[config.mk]
export PLATFORM = sky130hd
export DESIGN_NAME = hvw_wake_monitor
export DESIGN_NICKNAME = d
export VERILOG_FILES = /design/src/rtl/hvw_edge_filter.v /design/src/rtl/hvw_wake_monitor.v
export VERILOG_INCLUDE_DIRS = /design/src /design/src/inc
export SDC_FILE = /design/constraint.sdc
export NUM_CORES = 1
export LEC_CHECK = 0
export ABC_AREA = 1
export BUFFER_PORTS_ARGS = -buffer_cell sky130_fd_sc_hd__buf_2
export CORE_UTILIZATION = 50
export DETAILED_ROUTE_END_ITERATION = 12
export PLACE_DENSITY_LB_ADDON = 0.25
export SETUP_SLACK_MARGIN = 0.1
export SYNTH_ARGS = -nofsm -noshare
export SYNTH_HDL_FRONTEND = slang
export SYNTH_HIERARCHICAL = 1
export SYNTH_SLANG_ARGS = --single-unit
[constraint.sdc]
create_clock -name clk_sys -period 3.6 [get_ports clk_sys]
set_clock_uncertainty 0.2 [all_clocks]
set_input_delay 0.36 -clock clk_sys [delete_from_list [all_inputs] [get_ports clk_sys]]
set_output_delay 0.36 -clock clk_sys [all_outputs]
set_load 0.05 [all_outputs]
[src/inc/hvw_consts.vh]
// Constants for the high-voltage wake input monitor: register offsets,
// field positions, reset values and filter timing.
// Assumes a 200 MHz system clock standing in for the internal oscillator.
`ifndef HVW_CONSTS_VH
`define HVW_CONSTS_VH

// Register offsets (word index on the plain register port)
`define HVW_ADDR_WAKE_ENABLE  4'h0
`define HVW_ADDR_PULL_SOURCE  4'h1
`define HVW_ADDR_FILTER_MODE  4'h2
`define HVW_ADDR_MEASURE      4'h3
`define HVW_ADDR_WAKE_STAT1   4'h4
`define HVW_ADDR_WAKE_STAT2   4'h5
`define HVW_ADDR_LEVEL_STAT   4'h6
`define HVW_ADDR_CMD_STAT     4'h7

// Field positions
`define HVW_ALT_ENABLE_BIT    3
`define HVW_ALT_ENABLE_BIT2   4

// Reset values
`define HVW_PULL_RESET        6'h00
`define HVW_FILTER_RESET      6'h00
`define HVW_WAKE_EN_RESET     5'h00

// Filter selector codes
`define HVW_FLT_STATIC_SHORT  2'h0
`define HVW_FLT_STATIC_LONG   2'h1
`define HVW_FLT_CYCLIC_A      2'h2
`define HVW_FLT_CYCLIC_B      2'h3

// Pull source codes
`define HVW_PULL_NONE         2'h0
`define HVW_PULL_DOWN         2'h1
`define HVW_PULL_UP           2'h2
`define HVW_PULL_AUTO         2'h3

// Device modes
`define HVW_MODE_NORMAL       3'h0
`define HVW_MODE_STOP         3'h1
`define HVW_MODE_SLEEP        3'h2
`define HVW_MODE_FAILSAFE     3'h3
`define HVW_MODE_RESTART      3'h4

// Filter timing
`define HVW_CLK_MHZ           200
`define HVW_FILTER_SHORT_US   16
`define HVW_FILTER_LONG_US    64
`define HVW_FILTER_SHORT_CYC  (`HVW_FILTER_SHORT_US * `HVW_CLK_MHZ)
`define HVW_FILTER_LONG_CYC   (`HVW_FILTER_LONG_US * `HVW_CLK_MHZ)

`endif

[src/rtl/hvw_edge_filter.v]
// One wake input channel: edge filter with selectable interval.
// Assumes the comparator level is already synchronous to clk_sys.
`timescale 1ns/1ps
`include "hvw_consts.vh"

module hvw_edge_filter #(
  parameter CNT_W     = 14,
  parameter SHORT_CYC = `HVW_FILTER_SHORT_CYC,
  parameter LONG_CYC  = `HVW_FILTER_LONG_CYC
) (
  input  wire       clk_sys,     // system clock
  input  wire       rst_n,       // async reset, active low
  input  wire       level_in,    // comparator level
  input  wire       sense_on,    // evaluation window open
  input  wire       long_sel,    // choose the long interval
  output reg        level_reg,   // filtered stable level
  output reg        edge_reg     // one-cycle pulse on accepted edge
);

  reg [CNT_W-1:0] count_reg;
  reg             busy_reg;
  wire [CNT_W-1:0] limit = long_sel ? LONG_CYC[CNT_W-1:0] : SHORT_CYC[CNT_W-1:0];

  // Any crossing restarts the interval; only a quiet interval is accepted
  always @(posedge clk_sys or negedge rst_n) begin
    if (!rst_n) begin
      count_reg <= {CNT_W{1'b0}};
      busy_reg  <= 1'b0;
      level_reg <= 1'b0;
      edge_reg  <= 1'b0;
    end else begin
      edge_reg <= 1'b0;
      if (!sense_on) begin
        // Closed window abandons a pending edge, keeps last level
        busy_reg  <= 1'b0;
        count_reg <= {CNT_W{1'b0}};
      end else if (level_in != level_reg) begin
        if (!busy_reg || level_in != level_reg) begin
          busy_reg <= 1'b1;
        end
        if (busy_reg && count_reg + 1'b1 >= limit) begin
          level_reg <= level_in;
          edge_reg  <= 1'b1;
          busy_reg  <= 1'b0;
          count_reg <= {CNT_W{1'b0}};
        end else begin
          count_reg <= busy_reg ? count_reg + 1'b1 : {CNT_W{1'b0}};
        end
      end else begin
        // Input crossed back before the interval ended: discard
        busy_reg  <= 1'b0;
        count_reg <= {CNT_W{1'b0}};
      end
    end
  end

endmodule

[src/rtl/hvw_wake_monitor.v]
// Wake input monitor: three wake pins, two alternate output wake pins,
// pull sources, measurement switch and wake/level status registers.
// Assumes mode, timer windows and sleep request come from the mode logic.
// Function
// - Both edge directions are wake events
// - Interrupt in normal/stop, wake in sleep/failsafe
// - Edge accepted only after quiet filter interval
// - Filter selector picks interval and sense timer
// - Cyclic sense evaluates only in timer window
// - Per-pin wake enable bit
// - Per-pin wake flag in first status
// - Level status shown in normal and stop
// - Cyclic level is last window sample
// - Alternate pins: fixed short filter, second status
// - Pull selector: none, down, up, auto
// - Auto pull follows detected level
// - Measure enable resets to zero
// - Measure switch closed only in normal
// - Measure disables pulls and gates wakes on the first two pins
// - Gated settings still writable, no effect
// - Gated pins leave status unchanged
// - Sleep with only gated sources fails
// - Wake flags stick until software clears
`timescale 1ns/1ps
`include "hvw_consts.vh"

module hvw_wake_monitor #(
  parameter CNT_W = 14
) (
  input  wire       clk_sys,          // system clock, 200 MHz
  input  wire       rst_n,            // async reset, active low
  input  wire [3:0] reg_addr,         // register word index
  input  wire [7:0] reg_wdata,        // write data
  input  wire       reg_wr,           // write strobe
  input  wire       reg_rd,           // read strobe
  input  wire [2:0] device_mode,      // current device mode
  input  wire       timer_a_window,   // cyclic timer A active window
  input  wire       timer_b_window,   // cyclic timer B active window
  input  wire       sleep_request,    // one-cycle sleep command
  input  wire [2:0] wake_pin_level,   // comparator levels of three pins
  input  wire [1:0] alt_pin_level,    // levels of alternate output pins
  input  wire [1:0] alt_pin_as_wake,  // alternate pins configured as wake
  output reg  [7:0] reg_rdata,        // read data, cycle after read
  output reg  [2:0] pull_up_on,       // pull-up source enables
  output reg  [2:0] pull_down_on,     // pull-down source enables
  output reg        measurement_switch, // measurement switch closed
  output reg        wake_irq_pulse,   // event in normal/stop
  output reg        wake_up_pulse,    // event in sleep/failsafe
  output reg        cmd_fail_reg,     // serial command failure flag
  output reg        restart_req       // request restart mode, pulse
);

  // Software-visible configuration
  reg [4:0] wake_enable_control_reg;   // [2:0] pins, [4:3] alternate pins
  reg [5:0] pull_source_control_reg;
  reg [5:0] filter_mode_control_reg;
  reg       measure_mode_enable_reg;
  reg [2:0] wake_status_first_reg;
  reg [1:0] wake_status_second_reg;
  reg [2:0] pin_level_status_reg;
  reg       cmd_fail_seen_reg;

  wire [2:0] filt_level;
  wire [2:0] filt_edge;
  wire [1:0] alt_level;
  wire [1:0] alt_edge;
  reg  [2:0] sense_on;
  reg  [2:0] gated;
  reg  [2:0] pin_event;
  reg  [1:0] alt_event;
  reg  [2:0] level_upd;
  integer    i;
  integer    j;
  integer    k;

  // Two-bit field of a packed per-pin vector
  function [1:0] field2;
    input [5:0] vec;
    input [1:0] idx;
    begin
      field2 = vec[idx*2 +: 2];
    end
  endfunction

  wire normal_or_stop = (device_mode == `HVW_MODE_NORMAL) || (device_mode == `HVW_MODE_STOP);
  wire sleepish       = (device_mode == `HVW_MODE_SLEEP) || (device_mode == `HVW_MODE_FAILSAFE);

  // Sense window and gating per pin
  always @* begin
    sense_on = 3'h0;
    gated    = 3'h0;
    for (i = 0; i < 3; i = i + 1) begin
      case (field2(filter_mode_control_reg, i[1:0]))
        `HVW_FLT_CYCLIC_A: sense_on[i] = timer_a_window;
        `HVW_FLT_CYCLIC_B: sense_on[i] = timer_b_window;
        default:           sense_on[i] = 1'b1;
      endcase
      // Measurement takes over the first two pins
      gated[i] = measure_mode_enable_reg && (i < 2);
    end
  end

  // Three wake pin filters
  genvar g;
  generate
    for (g = 0; g < 3; g = g + 1) begin : pin_ch
      hvw_edge_filter #(
        .CNT_W (CNT_W)
      ) u_filt (
        .clk_sys   (clk_sys),
        .rst_n     (rst_n),
        .level_in  (wake_pin_level[g]),
        .sense_on  (sense_on[g] & ~gated[g]),
        .long_sel  (filter_mode_control_reg[g*2 +: 2] == `HVW_FLT_STATIC_LONG),
        .level_reg (filt_level[g]),
        .edge_reg  (filt_edge[g])
      );
    end
    // Alternate pins always use the short static filter
    for (g = 0; g < 2; g = g + 1) begin : alt_ch
      hvw_edge_filter #(
        .CNT_W (CNT_W)
      ) u_filt (
        .clk_sys   (clk_sys),
        .rst_n     (rst_n),
        .level_in  (alt_pin_level[g]),
        .sense_on  (alt_pin_as_wake[g]),
        .long_sel  (1'b0),
        .level_reg (alt_level[g]),
        .edge_reg  (alt_edge[g])
      );
    end
  endgenerate

  // Qualified events and level update enables
  always @* begin
    pin_event = filt_edge & ~gated & wake_enable_control_reg[2:0];
    alt_event = alt_edge & alt_pin_as_wake & wake_enable_control_reg[4:3];
    level_upd = ~gated & {3{normal_or_stop}};
  end

  // Sleep check: only gated pins enabled as sources
  wire only_gated_src = measure_mode_enable_reg && (wake_enable_control_reg[1:0] != 2'h0) &&
                        !wake_enable_control_reg[2] && (wake_enable_control_reg[4:3] == 2'h0);

  // Register writes and sticky status; set beats clear
  always @(posedge clk_sys or negedge rst_n) begin
    if (!rst_n) begin
      wake_enable_control_reg <= `HVW_WAKE_EN_RESET;
      pull_source_control_reg <= `HVW_PULL_RESET;
      filter_mode_control_reg <= `HVW_FILTER_RESET;
      measure_mode_enable_reg <= 1'b0;
      wake_status_first_reg   <= 3'h0;
      wake_status_second_reg  <= 2'h0;
      pin_level_status_reg    <= 3'h0;
      cmd_fail_seen_reg       <= 1'b0;
    end else begin
      // Gated pin settings stay writable; gating ignores them
      if (reg_wr) begin
        case (reg_addr)
          `HVW_ADDR_WAKE_ENABLE: wake_enable_control_reg <= reg_wdata[4:0];
          `HVW_ADDR_PULL_SOURCE: pull_source_control_reg <= reg_wdata[5:0];
          `HVW_ADDR_FILTER_MODE: filter_mode_control_reg <= reg_wdata[5:0];
          `HVW_ADDR_MEASURE:     measure_mode_enable_reg <= reg_wdata[0];
          default: ;
        endcase
      end
      // Write one to clear, event in same cycle wins
      wake_status_first_reg <= (wake_status_first_reg &
        ~((reg_wr && reg_addr == `HVW_ADDR_WAKE_STAT1) ? reg_wdata[2:0] : 3'h0)) | pin_event;
      wake_status_second_reg <= (wake_status_second_reg &
        ~((reg_wr && reg_addr == `HVW_ADDR_WAKE_STAT2) ? reg_wdata[1:0] : 2'h0)) | alt_event;
      cmd_fail_seen_reg <= (cmd_fail_seen_reg &
        ~(reg_wr && reg_addr == `HVW_ADDR_CMD_STAT && reg_wdata[0])) | (sleep_request && only_gated_src);
      // Level follows filter; in cyclic sense it holds the last window sample
      for (j = 0; j < 3; j = j + 1) begin
        if (level_upd[j]) begin
          pin_level_status_reg[j] <= filt_level[j];
        end
      end
    end
  end

  // Outputs, all registered
  always @(posedge clk_sys or negedge rst_n) begin
    if (!rst_n) begin
      reg_rdata          <= 8'h00;
      pull_up_on         <= 3'h0;
      pull_down_on       <= 3'h0;
      measurement_switch <= 1'b0;
      wake_irq_pulse     <= 1'b0;
      wake_up_pulse      <= 1'b0;
      cmd_fail_reg       <= 1'b0;
      restart_req        <= 1'b0;
    end else begin
      // Read data one cycle after the strobe, else zero
      reg_rdata <= 8'h00;
      if (reg_rd) begin
        case (reg_addr)
          `HVW_ADDR_WAKE_ENABLE: reg_rdata <= {3'h0, wake_enable_control_reg};
          `HVW_ADDR_PULL_SOURCE: reg_rdata <= {2'h0, pull_source_control_reg};
          `HVW_ADDR_FILTER_MODE: reg_rdata <= {2'h0, filter_mode_control_reg};
          `HVW_ADDR_MEASURE:     reg_rdata <= {7'h00, measure_mode_enable_reg};
          `HVW_ADDR_WAKE_STAT1:  reg_rdata <= {5'h00, wake_status_first_reg};
          `HVW_ADDR_WAKE_STAT2:  reg_rdata <= {6'h00, wake_status_second_reg};
          `HVW_ADDR_LEVEL_STAT:  reg_rdata <= {5'h00, pin_level_status_reg};
          `HVW_ADDR_CMD_STAT:    reg_rdata <= {7'h00, cmd_fail_seen_reg};
          default:               reg_rdata <= 8'h00;
        endcase
      end
      // Pull sources; auto follows filtered level
      for (k = 0; k < 3; k = k + 1) begin
        case (field2(pull_source_control_reg, k[1:0]))
          `HVW_PULL_DOWN: begin
            pull_up_on[k]   <= 1'b0;
            pull_down_on[k] <= ~gated[k];
          end
          `HVW_PULL_UP: begin
            pull_up_on[k]   <= ~gated[k];
            pull_down_on[k] <= 1'b0;
          end
          `HVW_PULL_AUTO: begin
            pull_up_on[k]   <= ~gated[k] & filt_level[k];
            pull_down_on[k] <= ~gated[k] & ~filt_level[k];
          end
          default: begin
            pull_up_on[k]   <= 1'b0;
            pull_down_on[k] <= 1'b0;
          end
        endcase
      end
      // Switch closes only in normal mode so low-power modes draw no divider current
      measurement_switch <= measure_mode_enable_reg && (device_mode == `HVW_MODE_NORMAL);
      // Event routing by mode
      wake_irq_pulse <= normal_or_stop && ((|pin_event) || (|alt_event));
      wake_up_pulse  <= sleepish && ((|pin_event) || (|alt_event));
      cmd_fail_reg   <= (cmd_fail_seen_reg &
        ~(reg_wr && reg_addr == `HVW_ADDR_CMD_STAT && reg_wdata[0])) | (sleep_request && only_gated_src);
      restart_req    <= sleep_request && only_gated_src;
    end
  end

endmodule

==> results by stage <==
Synth:
- The register bit count reported by yosys is 128.
- After synthesis the cells add up to 0.007272 mm².
- The unique cell type count in the Yosys netlist is 33.
- The most used flip-flop cell after synthesis is dfrtp_1.
- dfrtp_1 takes more of the synthesized area than any other cell.
- In the post-synthesis netlist, the biggest area contributors are dfrtp_1 (44%), nand2_1 (11%), inv_1 (7.3%).
- The number of instances in the synthesized netlist is 900.
- The per-instance average area after synthesis is 8.080 µm².
- During synthesis, Yosys emitted a total of 6 warnings.
- The area share of the largest cell type after synthesis is 0.4405.
- For this run, the register share of the synthesized area comes to 0.4405.
- For this run, asynchronously set or reset flops after synthesis account for 1.000.
- The synthesized design contains 0 enable-type register cells.

Worst hold path:
- The min-delay analysis places its worst path in the category input port to flop.
- The depth of the worst hold-timing path is 3.
- For hold timing, the worst endpoint is restart_req$_DFF_PN0_.
- The beginning of the worst hold path is sleep_request.

Worst setup path:
- In this design, the largest share of critical-path delay is due to simple AND/OR/NAND/NOR gates.
- At the worst endpoint, the arrival time is 3.25 ns.
- In this design, the stage delay of the slowest critical-path cell is 0.42 ns.
- The number of buffers and inverters on the critical path is 3.
- For the worst setup path, the data required time is 3.70 ns.
- The path depth of the worst reg2reg path is 19.
- The endpoint of the most critical register-to-register path is alt_ch[1].u_filt/level_reg$_DFFE_PN0P_.
- The largest driver fanout on the critical path is 5.
- The kind of end point of the critical path is a flop.
- In this run the critical register-to-register path is launched from alt_ch[1].u_filt/count_reg[3]$_DFF_PN0_.
- The type of origin of the critical path is a flop.
- For flop-to-flop paths, the worst setup slack is 0.46 ns.
- The critical path's most frequent cell is nand2_1.
- The largest individual stage delay along the critical path comes from the cell dfrtp_1.
- Traced cell by cell, the critical path runs through inv_1, nor4_4, nand2_2, nor2_2, nand3_1, xor2_1, inv_1, ha_1, nand2_1, nor2_1, nand3_1, nor2_1, nand3_1, nand2_1, inv_1, nand2_1, nand3_1, nand2_1, nand2_1.
- By startpoint and endpoint, the worst setup path is classified as flop to flop.

GRT:
- The first global-routing pass estimated 24230 µm of wire.
- The layer with the highest usage after global routing is met2.
- Entering global routing, the biggest net connects 97 pins.
- The number of global-route vias before repair is 5418.
- The number of antenna violations at the first check in global routing is 1.
- The global-route usage over all layers is 0.2099.
- The total congestion overflow is 0.
- For this run, global-route usage on met1 was measured as 0.2619.
- The met3 layer usage reported by global route is 0.04926.
- For this run, global-route usage on met2 was measured as 0.3606.

CTS:
- The number of H-tree branching levels is 4.
- The TritonCTS clock tree is yes.
- The clock transition at the registers of the reported paths is 0.06 ns.
- The library cell used as clock root buffer is clkbuf_16.
- Clock tree synthesis inserted a total of 17 buffers.
- The clock latency on the worst-skew pair is 0.41 ns.
- No sink is reached through more buffers than the 2 on the longest clock path.
- The number of clock sinks is 128.

Timing:
- The final number of hold-violating endpoints is 0.
- The accumulated negative setup slack is 0 ns.
- After layout, the minimum clock period comes to 3.142 ns.
- The fraction of the cycle the final worst path needs is 0.8727.
- Setup violations remaining at the end of the flow were counted as 0.
- Headroom to the max-slew limit came out at 0.4285.
- Timing would allow up to 0.3183 GHz.
- For the pin with the worst max-slew slack, the measured transition is 0.8542 ns.
- Setup repair after global routing left no endpoint under its margin.
- The number of max-slew violations in the final report came to 0.

Drt:
- The ratio of routed vias to standard cells is 4.955.
- The first routing iteration left 304 violations.
- The total number of vias is 5748.
- The number of remaining DRC errors is 0.
- After detailed routing, the total wire length is 14420 µm.
- The routed wirelength normalized by instance count is 12.43 µm.
- The first detailed-routing pass ran for 5 iterations.
- The number of nets with antenna violations after detailed routing is 0.

Place:
- Routability-driven placement finished with a final weighted congestion of 0.8305.
- The post-detailed-placement half-perimeter wirelength is 10320 µm.
- The number of buffer cells added on primary ports is 43.
- The cell area after placement is 0.007650 mm².
- The cell total after placement is 1120.

Floorplanning:
- For this configuration, the core starts out at a cell density of 0.5179.
- In this run the core area contains 43 standard-cell rows.
- The die is 122.6 µm tall.
- The floorplan step defined a core boundary enclosing 0.01404 mm².
- The die footprint is 0.01503 mm².
- The floorplan step set the die width to 122.6 µm.
- Pin placement for this block handled 48 I/O pins.

Finish:
- The number of inserted filler cells in the final layout is 1266.
- The area added between synthesis and finish is 15.23%.
- The register with the most flip-flops in the layout has 42 of them.
- In the final design database the tool counted 1035 nets.
- The non-filler instance count after layout is 1160.
- Once layout is done, the placed cells without fillers occupy 0.008379 mm².
- Of the cells placed in the final design, the portion with a size suffix greater than 1 is 0.1573.

Outcome:
- The flow ran to the end, and the final reports show no timing, DRC or antenna violations.

Power:
- For this design the ratio of total power to cell area is 466.3 mW/mm².
- VDD sags by at most 0.0004354 V.
- The reported leakage power is 4.356 nW.

Flow run:
- The tool flagged a number of max-cap violations equal to 0.
[worst min-delay path, cell delays in order]
cell and delay, ns:
buf_2 0.09, nand2_1 0.08, nor2_1 0.05
[report_power, final]
part | internal (W) | switching (W) | leakage (nW)
registers | 0.00153 | 0.0000874 | 1.74
clock network | 0.00121 | 0.000615 | 0.302
logic | 0.000140 | 0.000328 | 2.32
[worst max-delay path by stage]
stage                                                   end                                     from  depth (start not counted)
floorplan           pin_ch[0].u_filt/count_reg[7]$_DFF_PN0_  pin_ch[0].u_filt/count_reg[0]$_DFF_PN0_                         19
global placement    pin_ch[0].u_filt/count_reg[3]$_DFF_PN0_  pin_ch[0].u_filt/count_reg[0]$_DFF_PN0_                         18
detailed placement  pin_ch[0].u_filt/count_reg[3]$_DFF_PN0_  pin_ch[0].u_filt/count_reg[0]$_DFF_PN0_                         18
CTS                 pin_ch[0].u_filt/count_reg[3]$_DFF_PN0_  pin_ch[0].u_filt/count_reg[0]$_DFF_PN0_                         18
global route         alt_ch[1].u_filt/level_reg$_DFFE_PN0P_  alt_ch[1].u_filt/count_reg[4]$_DFF_PN0_                         19
finish               alt_ch[1].u_filt/level_reg$_DFFE_PN0P_  alt_ch[1].u_filt/count_reg[3]$_DFF_PN0_                         19
[placed cells by master (no fill, tap or decap), types with 7 or more instances in the layout]
cell       instances
nor2_2            29
clkbuf_16         17
xor2_1            23
ha_1              40
conb_1             8
nand2_2           13
dfrtp_1          125
inv_1            141
nand2_1          205
o21ai_0           22
o21ai_2           12
nor2_1           102
nand3_2            7
nand4_1           19
xnor2_1            7
nand3_1           79
buf_2             42
a21oi_1           32
[repair_timing]
action,CTS,global route
resized for setup,0,5
hold buffers,5,0
endpoints found under the hold margin,98,0
setup endpoints to repair,0,15
setup buffers,0,2
[cell usage after synthesis (5+ instances only)]
cell      instances
o21ai_0          22
nand2_2          13
dfrtp_1         128
buf_6             7
nor2_1          102
xor2_1           23
o21ai_2          12
o21bai_1          5
a21oi_1          32
nand3_1          80
nor2_2           29
nand2_1         205
nand4_4           5
inv_1           141
nand3_2           6
ha_1             40
nand4_1          19
xnor2_1           7
[metrics by stage]
stage | util | total power (W) | hold WS [ns] | setup WS [ns]
after floorplan | - | 0.001949 | -0.1356 | 0.8037
after global placement | 0.5448 | 0.002082 | 0.2786 | 0.4156
after detailed placement | 0.5448 | 0.002096 | 0.2848 | 0.3434
after CTS | 0.5933 | 0.003933 | 0.005582 | 0.3190
after global routing | 0.5965 | 0.004080 | 0.009547 | 0.1102
final | 0.5967 | 0.003907 | 0.01179 | 0.4581
[metal layers]
| metal | wire length (µm) | share of wire |
|---|---|---|
| met1 | 6506 | 0.45 |
| met2 | 7201 | 0.50 |
| met3 | 549 | 0.038 |
| met4 | 160 | 0.011 |
| met5 | 0 | 0 |
[area by class of cell]
| class | count | area [µm²] | share of cell area |
|---|---|---|---|
| clock inverter | 10 | 157.7 | 0.01881 |
| sequential | 128 | 3207 | 0.3827 |
| timing repair buffer | 52 | 314.1 | 0.03748 |
| antenna | 1 | 2.502 | 0.0002986 |
| clock buffer | 22 | 474.2 | 0.05659 |
| multi-input combinational | 624 | 3462 | 0.4132 |
| inverter | 143 | 536.8 | 0.06406 |
| tap | 180 | 225.2 | 0.02688 |
[cell families after synthesis]
logic type | after synthesis | synth area share
AND/OR/NAND/NOR | 469 | 0.3025
buffers and inverters | 155 | 0.08895
flip-flops | 128 | 0.4405
AO/OA/AOI/OAI | 77 | 0.06263
adder cells (fa/ha/maj) | 40 | 0.06882
XOR/XNOR | 30 | 0.03613
other | 1 | 0.0005157
(Power assumes the default switching activity.)
